==> src/timer_quirks_pkg.sv <==
// Constants, modes and register layout shared by the timer pair.
package timer_quirks_pkg;
  // ****************************************
  // Register offsets (byte addresses)
  // ****************************************
  localparam logic [7:0] OFS_CTRL = 8'h00;
  localparam logic [7:0] OFS_STATUS = 8'h04;
  localparam logic [7:0] OFS_TA_PERIOD = 8'h08;
  localparam logic [7:0] OFS_TA_DUTY = 8'h0C;
  localparam logic [7:0] OFS_TB_COUNT = 8'h10;
  localparam logic [7:0] OFS_TB_RELOAD = 8'h14;
  localparam int ADR_W = 8;
  // ****************************************
  // Field positions
  // ****************************************
  localparam int POS_TA_START = 0;
  localparam int POS_TB_START = 1;
  localparam int POS_TA_MODE = 2;
  localparam int POS_TB_MODE = 4;
  localparam int POS_TB_MSEL = 6;
  localparam int POS_TA_IRQ = 0;
  localparam int POS_TB_IRQ = 1;
  // ****************************************
  // Reset values
  // ****************************************
  localparam logic [15:0] RST_TA_PERIOD = 16'hFFFF;
  localparam logic [15:0] RST_TA_DUTY = 16'h0000;
  localparam logic [15:0] RST_TB_COUNT = 16'h0000;
  // ****************************************
  // Modes and carriers
  // ****************************************
  typedef enum logic [1:0] {
    TA_TIMER,
    TA_EVENT,
    TA_ONESHOT,
    TA_PWM
  } ta_mode_e;
  typedef enum logic [1:0] {
    TB_TIMER,
    TB_EVENT,
    TB_MEASURE,
    TB_RSVD
  } tb_mode_e;
  typedef struct packed {
    logic tb_msel;
    tb_mode_e tb_mode;
    ta_mode_e ta_mode;
    logic tb_start;
    logic ta_start;
  } ctrl_s;
  localparam ctrl_s RST_CTRL = '{1'b0, TB_TIMER, TA_TIMER, 1'b0, 1'b0};
  typedef struct packed {
    logic cyc;
    logic stb;
    logic we;
    logic [3:0] sel;
    logic [ADR_W-1:0] adr;
    logic [31:0] dat;
  } wb_req_s;
endpackage

==> src/timer_quirks.sv <==
// Timer A (timer, event, PWM) and timer B (timer, event, measurement) behind Wishbone.
// Summary of operation
// - Entering PWM from timer/event sets A flag.
// - Clearing start during PWM stops count.
// - Stop with pin high: pin low, flag.
// - Stop with pin low: stays low, no flag.
// - Running B count reads live value; in measure mode it reads the last capture.
// - B read at reload cycle returns all ones.
// - Halted B write reads back before start.
// - Changing measure select while running in measure mode sets flag.
// - First measure edge: reload junk, no flag.
`timescale 1ns/1ps
module timer_quirks
  import timer_quirks_pkg::*;
#(
  parameter int CNT_W = 16
) (
  input wire logic clk_i,
  input wire logic rst_i,
  input wire logic wb_cyc_i,
  input wire logic wb_stb_i,
  input wire logic wb_we_i,
  input wire logic [ADR_W-1:0] wb_adr_i,
  input wire logic [3:0] wb_sel_i,
  input wire logic [31:0] wb_dat_i,
  output logic [31:0] wb_dat_o,
  output logic wb_ack_o,
  input wire logic ta_event_i,
  input wire logic tb_in_i,
  input wire logic ta_irq_ack_i,
  input wire logic tb_irq_ack_i,
  output logic pwm_output_pin_o,
  output logic ta_irq_o,
  output logic tb_irq_o
);
  // ****************************************
  // Elaboration check
  // ****************************************
  if (CNT_W != 16) begin : g_bad_width
    $error("timer_quirks: CNT_W must be 16");
  end

  localparam logic [CNT_W-1:0] ALL_ONES = '1;

  function automatic logic [31:0] merge(input logic [31:0] old, input logic [31:0] dat,
                                        input logic [3:0] sel);
    logic [31:0] r;
    r = old;
    for (int i = 0; i < 4; i++) begin
      if (sel[i]) begin
        r[i*8 +: 8] = dat[i*8 +: 8];
      end
    end
    return r;
  endfunction

  wb_req_s req;
  assign req = '{wb_cyc_i, wb_stb_i, wb_we_i, wb_sel_i, wb_adr_i, wb_dat_i};

  ctrl_s ctrl, next_ctrl;
  logic ta_irq, next_ta_irq, tb_irq, next_tb_irq;
  logic [CNT_W-1:0] ta_period, next_ta_period, ta_duty, next_ta_duty;
  logic [CNT_W-1:0] ta_cnt, next_ta_cnt;
  logic pin, next_pin;
  logic [CNT_W-1:0] tb_cnt, next_tb_cnt, tb_reload, next_tb_reload;
  logic tb_first, next_tb_first;
  logic ta_ev_d, tb_in_d;
  logic [31:0] dat_o, next_dat_o;
  logic ack, next_ack;

  // ****************************************
  // Bus, control and counters
  // ****************************************
  always_comb begin
    logic acc, wr;
    logic [31:0] wdat;
    logic ta_tick, tb_tick, tb_edge, ta_set, tb_set, tb_at_reload;
    ctrl_s wctrl;
    acc = req.cyc && req.stb && !ack;
    wr = acc && req.we;
    wdat = 32'h0000_0000;
    wctrl = ctrl;
    ta_set = 1'b0;
    tb_set = 1'b0;
    next_ctrl = ctrl;
    next_ta_period = ta_period;
    next_ta_duty = ta_duty;
    next_ta_cnt = ta_cnt;
    next_pin = pin;
    next_tb_cnt = tb_cnt;
    next_tb_reload = tb_reload;
    next_tb_first = tb_first;
    next_ack = acc;
    next_dat_o = dat_o;
    ta_tick = (ctrl.ta_mode == TA_EVENT) ? (ta_event_i && !ta_ev_d) : 1'b1;
    tb_tick = (ctrl.tb_mode == TB_EVENT) ? (tb_in_i && !tb_in_d) : 1'b1;
    tb_edge = ctrl.tb_msel ? (tb_in_i != tb_in_d) : (tb_in_i && !tb_in_d);
    tb_at_reload = ctrl.tb_start && tb_tick && (tb_cnt == '0);

    // Timer A counting.
    if (ctrl.ta_start) begin
      if (ctrl.ta_mode == TA_PWM) begin
        next_ta_cnt = (ta_cnt >= ta_period) ? '0 : ta_cnt + 1'b1;
        next_pin = (next_ta_cnt < ta_duty);
        if (pin && !next_pin) begin
          ta_set = 1'b1;
        end
      end else if (ta_tick) begin
        if (ta_cnt == '0) begin
          next_ta_cnt = ta_period;
          ta_set = 1'b1;
        end else begin
          next_ta_cnt = ta_cnt - 1'b1;
        end
      end
    end

    // Timer B counting.
    if (ctrl.tb_start) begin
      if (ctrl.tb_mode == TB_MEASURE) begin
        next_tb_cnt = tb_cnt + 1'b1;
        if (tb_edge) begin
          next_tb_cnt = '0;
          next_tb_reload = tb_cnt;
          next_tb_first = 1'b0;
          if (!tb_first) begin
            tb_set = 1'b1;
          end
        end
      end else if (tb_at_reload) begin
        next_tb_cnt = tb_reload;
        tb_set = 1'b1;
      end else if (tb_tick) begin
        next_tb_cnt = tb_cnt - 1'b1;
      end
    end

    // Register writes.
    if (wr) begin
      case (req.adr)
        OFS_CTRL: begin
          wdat = merge({25'h0, ctrl}, req.dat, req.sel);
          wctrl = ctrl_s'(wdat[6:0]);
          next_ctrl = wctrl;
          if (wctrl.ta_mode == TA_PWM &&
              (ctrl.ta_mode == TA_TIMER || ctrl.ta_mode == TA_EVENT)) begin
            ta_set = 1'b1;
          end
          if (ctrl.ta_mode == TA_PWM && ctrl.ta_start && !wctrl.ta_start) begin
            next_ta_cnt = ta_cnt;
            next_pin = 1'b0;
            ta_set = pin;
          end
          if (wctrl.ta_mode != TA_PWM) begin
            next_pin = 1'b0;
          end
          if (ctrl.tb_mode == TB_MEASURE && ctrl.tb_start &&
              wctrl.tb_msel != ctrl.tb_msel) begin
            tb_set = 1'b1;
          end
          if (!ctrl.tb_start && wctrl.tb_start) begin
            next_tb_first = 1'b1;
            if (wctrl.tb_mode == TB_MEASURE) begin
              next_tb_cnt = '0;
            end
          end
        end
        OFS_TA_PERIOD: begin
          wdat = merge({16'h0, ta_period}, req.dat, req.sel);
          next_ta_period = wdat[CNT_W-1:0];
          if (!ctrl.ta_start) begin
            next_ta_cnt = wdat[CNT_W-1:0];
          end
        end
        OFS_TA_DUTY: begin
          wdat = merge({16'h0, ta_duty}, req.dat, req.sel);
          next_ta_duty = wdat[CNT_W-1:0];
        end
        OFS_TB_COUNT: begin
          wdat = merge({16'h0, tb_reload}, req.dat, req.sel);
          next_tb_reload = wdat[CNT_W-1:0];
          if (!ctrl.tb_start) begin
            next_tb_cnt = wdat[CNT_W-1:0];
          end
        end
        default: begin
        end
      endcase
    end

    next_ta_irq = ta_irq && !ta_irq_ack_i;
    next_tb_irq = tb_irq && !tb_irq_ack_i;
    if (wr && req.adr == OFS_STATUS && req.sel[0]) begin
      if (!req.dat[POS_TA_IRQ]) begin
        next_ta_irq = 1'b0;
      end
      if (!req.dat[POS_TB_IRQ]) begin
        next_tb_irq = 1'b0;
      end
    end
    if (ta_set) begin
      next_ta_irq = 1'b1;
    end
    if (tb_set) begin
      next_tb_irq = 1'b1;
    end

    // Register reads.
    if (acc && !req.we) begin
      case (req.adr)
        OFS_CTRL: next_dat_o = {25'h0, ctrl};
        OFS_STATUS: next_dat_o = {30'h0, tb_irq, ta_irq};
        OFS_TA_PERIOD: next_dat_o = {16'h0, ta_period};
        OFS_TA_DUTY: next_dat_o = {16'h0, ta_duty};
        OFS_TB_COUNT: begin
          if (ctrl.tb_mode == TB_MEASURE) begin
            next_dat_o = {16'h0, tb_reload};
          end else if (tb_at_reload) begin
            next_dat_o = {16'h0, ALL_ONES};
          end else begin
            next_dat_o = {16'h0, tb_cnt};
          end
        end
        OFS_TB_RELOAD: next_dat_o = {16'h0, tb_reload};
        default: next_dat_o = 32'h0000_0000;
      endcase
    end
  end

  // ****************************************
  // State registers
  // ****************************************
  always_ff @(posedge clk_i) begin
    if (rst_i) begin
      ctrl <= RST_CTRL;
      ta_irq <= 1'b0;
      tb_irq <= 1'b0;
      ta_period <= RST_TA_PERIOD;
      ta_duty <= RST_TA_DUTY;
      ta_cnt <= RST_TA_PERIOD;
      pin <= 1'b0;
      tb_cnt <= RST_TB_COUNT;
      tb_reload <= RST_TB_COUNT;
      tb_first <= 1'b0;
      ta_ev_d <= 1'b0;
      tb_in_d <= 1'b0;
      dat_o <= 32'h0000_0000;
      ack <= 1'b0;
    end else begin
      ctrl <= next_ctrl;
      ta_irq <= next_ta_irq;
      tb_irq <= next_tb_irq;
      ta_period <= next_ta_period;
      ta_duty <= next_ta_duty;
      ta_cnt <= next_ta_cnt;
      pin <= next_pin;
      tb_cnt <= next_tb_cnt;
      tb_reload <= next_tb_reload;
      tb_first <= next_tb_first;
      ta_ev_d <= ta_event_i;
      tb_in_d <= tb_in_i;
      dat_o <= next_dat_o;
      ack <= next_ack;
    end
  end

  // Outputs are the flip-flops themselves, so no logic sits after them.
  assign wb_dat_o = dat_o;
  assign wb_ack_o = ack;
  assign pwm_output_pin_o = pin;
  assign ta_irq_o = ta_irq;
  assign tb_irq_o = tb_irq;
endmodule // timer_quirks

==> config.mk <==
export PLATFORM = sky130hd
export DESIGN_NAME = timer_quirks
export DESIGN_NICKNAME = d
export VERILOG_FILES = /design/src/timer_quirks_pkg.sv /design/src/timer_quirks.sv
export SDC_FILE = /design/constraint.sdc
export NUM_CORES = 1
export LEC_CHECK = 0
export ABC_CLOCK_PERIOD_IN_PS = 5750
export CAP_MARGIN = 20
export CORE_MARGIN = 1
export CORE_UTILIZATION = 35
export DETAILED_ROUTE_END_ITERATION = 6
export DONT_BUFFER_PORTS = 1
export MAX_ROUTING_LAYER = met4
export SYNTH_ARGS = -nofsm -noshare
export SYNTH_HDL_FRONTEND = slang
export SYNTH_SLANG_ARGS = --single-unit
==> constraint.sdc <==
create_clock -name clk_i -period 5.75 [get_ports clk_i]
set_input_delay 0 -clock clk_i [delete_from_list [all_inputs] [get_ports clk_i]]
set_output_delay 0 -clock clk_i [all_outputs]
set_load 0.05 [all_outputs]
==> flow_metrics.tcl, run 1 <==
set metrics [dict create \
    hold_path.class "in2reg" \
    outcome "finished clean" \
    synth_flop_cell "dfxtp_1" \
    yosysWarnings 0 \
    syn_to_final_growth_pct 6.64 \
    grt_pass1_wl_mm 49.6 \
    post-place-ws_ns 1.54 \
    cts_buffer_depth 2 \
    die_area_um2 25900 \
    ff_latch_area_um2 2200 \
    period_needed_ns 4.30 \
    cts_tree "built" \
    period_share 0.747 \
    drive_gt1_frac 0.0612 \
    clk_pin_slew_ns 0.08 \
    total_power_uw 1570 \
    synth.cell_area_um2 8860 \
    startpoint_type "flip-flop" \
    setup_violations 0 \
    async_flop_share 0 \
    antenna_found_initial 0 \
    grt_start_max_net_pins 102 \
    muxShareOfSynthArea 0.0507 \
    ant_nets 0 \
    critPathArrivalTime_ns 4.55 \
    ir_worst_vdd_mv 0.141 \
    grt_pass1_vias 8468 \
    first_iter_violations 946 \
    synth_largest_area_cell "dfxtp_1" \
    cts-buffers-inserted 9 \
    path_max_fanout 23 \
    rsz0062_at_grt "false" \
    setup_slack_ns 1.45 \
    worstSetupEndpointType "flip-flop" \
    gr-total-overflow 0 \
    htreeDepth 3 \
    p_leak_uw 0.00343 \
    pwr_density_cell_nw_per_um2 166 \
    ctsResizeCount 0 \
    routedWlPerCell_um 21.7 \
    root_buffer "clkbuf_16" \
    cpPeakStageDelay_ns 0.60 \
    fillers 2594 \
    rows 57 \
    netlist-cell-type-count 81 \
    drt_pass1_iterations 6 \
    routabilityCongestion 0.886 \
    synth.avg_cell_area_um2 7.52 \
    fin_util 0.385 \
    layout_common_cells "114 x nand2_1, 110 x dfxtp_1, 101 x nor2_1" \
    synthAdderAreaFrac 0.0523 \
    antenna_cells 0 \
    ys_ff_latch 110 \
    crit_path_frequent_cell "a21oi_1" \
    fin_worst_skew_ns 0.0143 \
    layout_commonest_cell "nand2_1" \
    r2r_setup_slack_ns 1.45 \
    multiInputGateArea_um2 5950 \
    die_h_um 161 \
    via_count 8987 \
    vias_per_cell 6.19 \
    synth_edf_count 0 \
    drv_cap 0 \
    syn-instance-count 1178 \
    crit_chain "inv_1 > ha_1 > nor3b_1 > o21ai_0 > a21oi_1 > nand2_1 > a21oi_1 > ha_1 > and4_1 > a21oi_1 > a31oi_1 > nor3_1 > o31ai_1 > a2111oi_0" \
    synth_area_leaders "dfxtp_1 25%, ha_1 5.2%, a21oi_1 5.2%" \
    required_ns 6.00 \
    hold_viol_final 0 \
    slew_headroom 0.298 \
    drv_slew 0 \
    core_area_um2 24500 \
    io_pins 89 \
    drcViolationCount 0 \
    dieWidth_um 161 \
    fmax_ghz 0.233 \
    dp_hpwl_mm 21.7 \
    cp_slowest_cell "dfxtp_1" \
    nNetsFinal 1213 \
    synth_top_family_by_area "compound AO/OA/AOI/OAI gates" \
    synth_xor_area_frac 0.0396 \
    synth_top_area_share 0.249 \
    worstMarginPinSlew_ns 1.05 \
    fin_tns_setup_ns 0 \
    synth-compound-area-share 0.287 \
    seq_area_frac_synth 0.249 \
    synthSimpleGateAreaFrac 0.234 \
    initial_core_util 0.361 \
    crit_type "reg2reg" \
    clock_latency_ns 0.37 \
    cts.sinks 110 \
    grtUsageTotal 0.250 \
    wl_mm 31.6 \
    portBuffers 0 \
]
area by class of cell:
| class | instances | area share |
|---|---|---|
| Timing Repair Buffer | 38 | 0.0403 |
| Inverter | 54 | 0.0215 |
| Multi-Input combinational cell | 910 | 0.630 |
| Tap cell | 324 | 0.0429 |
| Clock buffer | 10 | 0.0242 |
| Sequential cell | 110 | 0.233 |
| Clock inverter | 6 | 0.00821 |
worst max-delay path: cells and delay by family (launching register included):
kind	cells	cell delay [ns]
compound gates	7	1.61
simple gates	4	1.09
fa+ha+maj	2	0.66
flops	1	0.60
buf+inv	1	0.23
routing by layer:
layer | vias up | track usage | wire length [um]
li1 | 4240 | - | -
met1 | 4286 | 0.344 | 14400
met2 | 414 | 0.364 | 13600
met3 | 47 | 0.0573 | 2900
met4 | 0 | 0.0652 | 586
met5 | - | - | 0
synthesized netlist by cell type (all sizes together) (14+ instances only):
library cell  number
a21oi             92
a221oi            30
a22oi             17
a311o             16
a311oi            16
buf               39
clkbuf            80
dfxtp            110
ha                37
inv               54
mux2              15
mux2i             28
nand2            114
nand2b            14
nand3             24
nor2             101
nor3              43
nor4              23
o211ai            17
o21ai             78
o221ai            18
or3               15
xnor2             28
sequential cells by signal (all words and copies together) (netlist names):
name,flops
tb_first,1
ctrl,7
tb_in_d,1
tb_reload,16
ta_period,16
ta_irq_o,1
wb_dat_o,16
ta_cnt,16
pwm_output_pin_o,1
ta_duty,16
wb_ack_o,1
ta_ev_d,1
tb_irq_o,1
tb_cnt,16
final timing paths:
check | start | endpoint | cells past startpoint
setup / recovery | ta_cnt[0] | pwm_output_pin_o | 14
hold / removal | wb_sel_i[0] | tb_cnt[7] | 3
hold reg to reg | ta_duty[10] | ta_duty[10] | 2
setup reg to reg | ta_cnt[0] | pwm_output_pin_o | 14
per-stage QoR:
stage / hold slack, ns / std cells / cell area [um^2]
detailed placement: 0.100 / 1408 / 8840
finish: 0.0116 / 1452 / 9440
CTS: 0.00166 / 1450 / 9430
global placement: 0.0978 / 1408 / 8840
global route: 0.0230 / 1452 / 9440
floorplan: 0.128 / 1193 / 8910
report_power, final:
group / switching (uW) / total [uW] / internal (uW)
combinational: 80.3 / 115 / 34.5
sequential: 2.19 / 764 / 762
clock: 341 / 689 / 348
cell families (layout without fill, tap and decap cells):
logic type | after synthesis | in the layout
simple gates | 406 | 406
xor+xnor | 40 | 40
fa+ha+maj | 37 | 37
buf+inv | 173 | 108
flops | 110 | 110
other cells | 1 | 16
mux | 43 | 43
compound gates | 368 | 368
what timing repair did:
action                                 4_1_cts  5_1_grt
hold buffers                                26        0
endpoints found under the hold margin      100        0
buffers inserted                             0        0
Power figures use the tool's default switching activity.
==> inputs of run 2 (changes only) <==
--- a/config.mk
+++ b/config.mk
@@ -5,7 +5,7 @@
 export SDC_FILE = /design/constraint.sdc
 export NUM_CORES = 1
 export LEC_CHECK = 0
-export ABC_CLOCK_PERIOD_IN_PS = 5750
+export ABC_CLOCK_PERIOD_IN_PS = 4050
 export CAP_MARGIN = 20
 export CORE_MARGIN = 1
 export CORE_UTILIZATION = 35
==> constraint.sdc (replaced) <==
create_clock -name clk_i -period 4.05 [get_ports clk_i]
set_input_delay 0 -clock clk_i [delete_from_list [all_inputs] [get_ports clk_i]]
set_output_delay 0 -clock clk_i [all_outputs]
set_load 0.05 [all_outputs]
==> run 2 against run 1 <==
Worst setup slack got worse by 1.1 ns. Routed wire length up 1.8%. Core utilization increased by 0.35 points. Register-to-register slack got worse by 1.1 ns. Total power increased by 36%. Combinational power is 44% higher. Clock skew fell by 0.0047 ns. Via count rose by 3.3%. Maximum frequency up 17%. Clock power increased by 27%. Worst hold slack worse by 0.0092 ns. Sequential share of layout area decreased by 0.21 points. Critical path type unchanged. Critical endpoint unchanged.
==> flow_metrics.tcl, run 2 (synthesized netlist as in run 1, its figures left out) <==
set metrics [dict create \
    clk_pin_slew_ns 0.08 \
    htreeDepth 3 \
    routedWlPerCell_um 21.9 \
    p_comb_frac 0.078 \
    grt_start_max_net_pins 102 \
    root_buffer "clkbuf_16" \
    rows 57 \
    fin_worst_skew_ns 0.00956 \
    hold_path.class "in2reg" \
    p_leak_uw 0.00348 \
    p_clk_frac 0.412 \
    syn_to_final_growth_pct 7.60 \
    period_needed_ns 3.66 \
    multiInputGateArea_um2 5950 \
    initial_core_util 0.361 \
    cts.sinks 110 \
    fin_tns_setup_ns 0 \
    drv_slew 0 \
    cts_buffer_depth 2 \
    crit_chain "ha_1 > inv_1 > or3_1 > nor2_1 > xnor2_1 > nor2_1 > ha_1 > and4_1 > a21oi_1 > o221ai_1 > nor3_1 > o31ai_1 > a2111oi_0" \
    fillers 2558 \
    pwr_density_cell_nw_per_um2 223 \
    required_ns 4.29 \
    vias_per_cell 6.33 \
    routabilityCongestion 0.908 \
    die_h_um 161 \
    cpPeakStageDelay_ns 0.56 \
    die_area_um2 25900 \
    cp_num_cells 13 \
    ir_worst_vdd_mv 0.230 \
    gr-total-overflow 0 \
    drt_pass1_iterations 5 \
    cts-buffers-inserted 9 \
    setup_violations 0 \
    setup_slack_ns 0.389 \
    intPower_uw 1560 \
    rsz0062_at_grt "false" \
    crit_type "reg2reg" \
    layout_common_cells "113 x nand2_1, 110 x dfxtp_1, 101 x nor2_1" \
    period_share 0.904 \
    hold_viol_final 0 \
    cts_tree "built" \
    min_path_cells 4 \
    layout_commonest_cell "nand2_1" \
    ant_nets 0 \
    p_switching_uw 566 \
    portBuffers 0 \
    rr_worst_depth 13 \
    clock_latency_ns 0.36 \
    nNetsFinal 1229 \
    worstMarginPinSlew_ns 1.10 \
    io_pins 89 \
    path_max_fanout 10 \
    cp_slowest_cell "dfxtp_1" \
    grt_pass1_vias 8442 \
    core_area_um2 24500 \
    fmax_ghz 0.273 \
    dp_hpwl_mm 22.2 \
    power_switching_share 0.266 \
    post-place-ws_ns 0.441 \
    drcViolationCount 0 \
    path_delay_family "simple AND/OR/NAND/NOR gates" \
    startpoint_type "flip-flop" \
    grtUsageTotal 0.251 \
    path_buf_inv 1 \
    drive_gt1_frac 0.0727 \
    cts_setup_buffers 0 \
    ff_latch_area_um2 2200 \
    worstSetupEndpointType "flip-flop" \
    grt_pass1_wl_mm 49.5 \
    critPathArrivalTime_ns 3.90 \
    via_count 9284 \
    dieWidth_um 161 \
    drv_cap 0 \
    antenna_found_initial 1 \
    first_iter_violations 1078 \
    outcome "finished clean" \
    slew_headroom 0.260 \
    wl_mm 32.1 \
    p_seq_frac 0.510 \
]
[run 2: area by class of cell]
cell class,count,share of cell area
multi-input combinational,910,0.624
sequential,110,0.231
timing repair buffer,54,0.0528
tap,324,0.0425
clock buffer,11,0.0255
inverter,54,0.0213
clock inverter,3,0.00223
antenna,1,0.000263
[run 2: worst paths after layout]
kind,to,start,slack [ns]
max,pwm_output_pin_o,ta_cnt[1],0.39
min,tb_reload[14],wb_dat_i[14],0.002
max reg2reg,pwm_output_pin_o,ta_cnt[1],0.39
min reg2reg,ta_duty[2],ta_duty[2],0.48
[run 2: power by group through the flow]
stage                     Sequential [uW]  Clock [uW]  Combinational, uW
after floorplan                      1110           0                127
after global placement               1110           0                100
after detailed placement             1110           0                101
after CTS                            1090         888                161
after global routing                 1090         928                173
final                                1090         877                166
[run 2: worst reg2reg max path: stages, from the launching register on]
cell and delay [ns]:
dfxtp_1 0.56, ha_1 0.37, inv_1 0.13, or3_1 0.48, nor2_1 0.16, xnor2_1 0.18
nor2_1 0.08, ha_1 0.26, and4_1 0.26, a21oi_1 0.16, o221ai_1 0.18, nor3_1 0.21
o31ai_1 0.15, a2111oi_0 0.38
[run 2: layer usage]
metal | wire, um | global-route usage
met1 | 14300 | 0.352
met2 | 13900 | 0.355
met3 | 3250 | 0.0537
met4 | 690 | 0.0755
met5 | 0 | -
[run 2: repair_timing]
action | CTS | global route
setup endpoints to repair | 0 | 1
endpoints found under the hold margin | 100 | 0
hold buffers | 27 | 0
resized for setup | 0 | 1
[run 2: through the flow]
stage          utilization  cell area, um^2  instances  power [uW]  hold WS (ns)
3_3_place_gp         0.365             8960       1424        1210         0.110
2_1_floorplan            -             8910       1193        1240         0.128
5_1_grt              0.388             9530       1467        2190        0.0166
3_5_place_dp         0.365             8960       1424        1210         0.113
6_report             0.388             9530       1467        2130       0.00241
4_1_cts              0.388             9520       1465        2130      0.000302
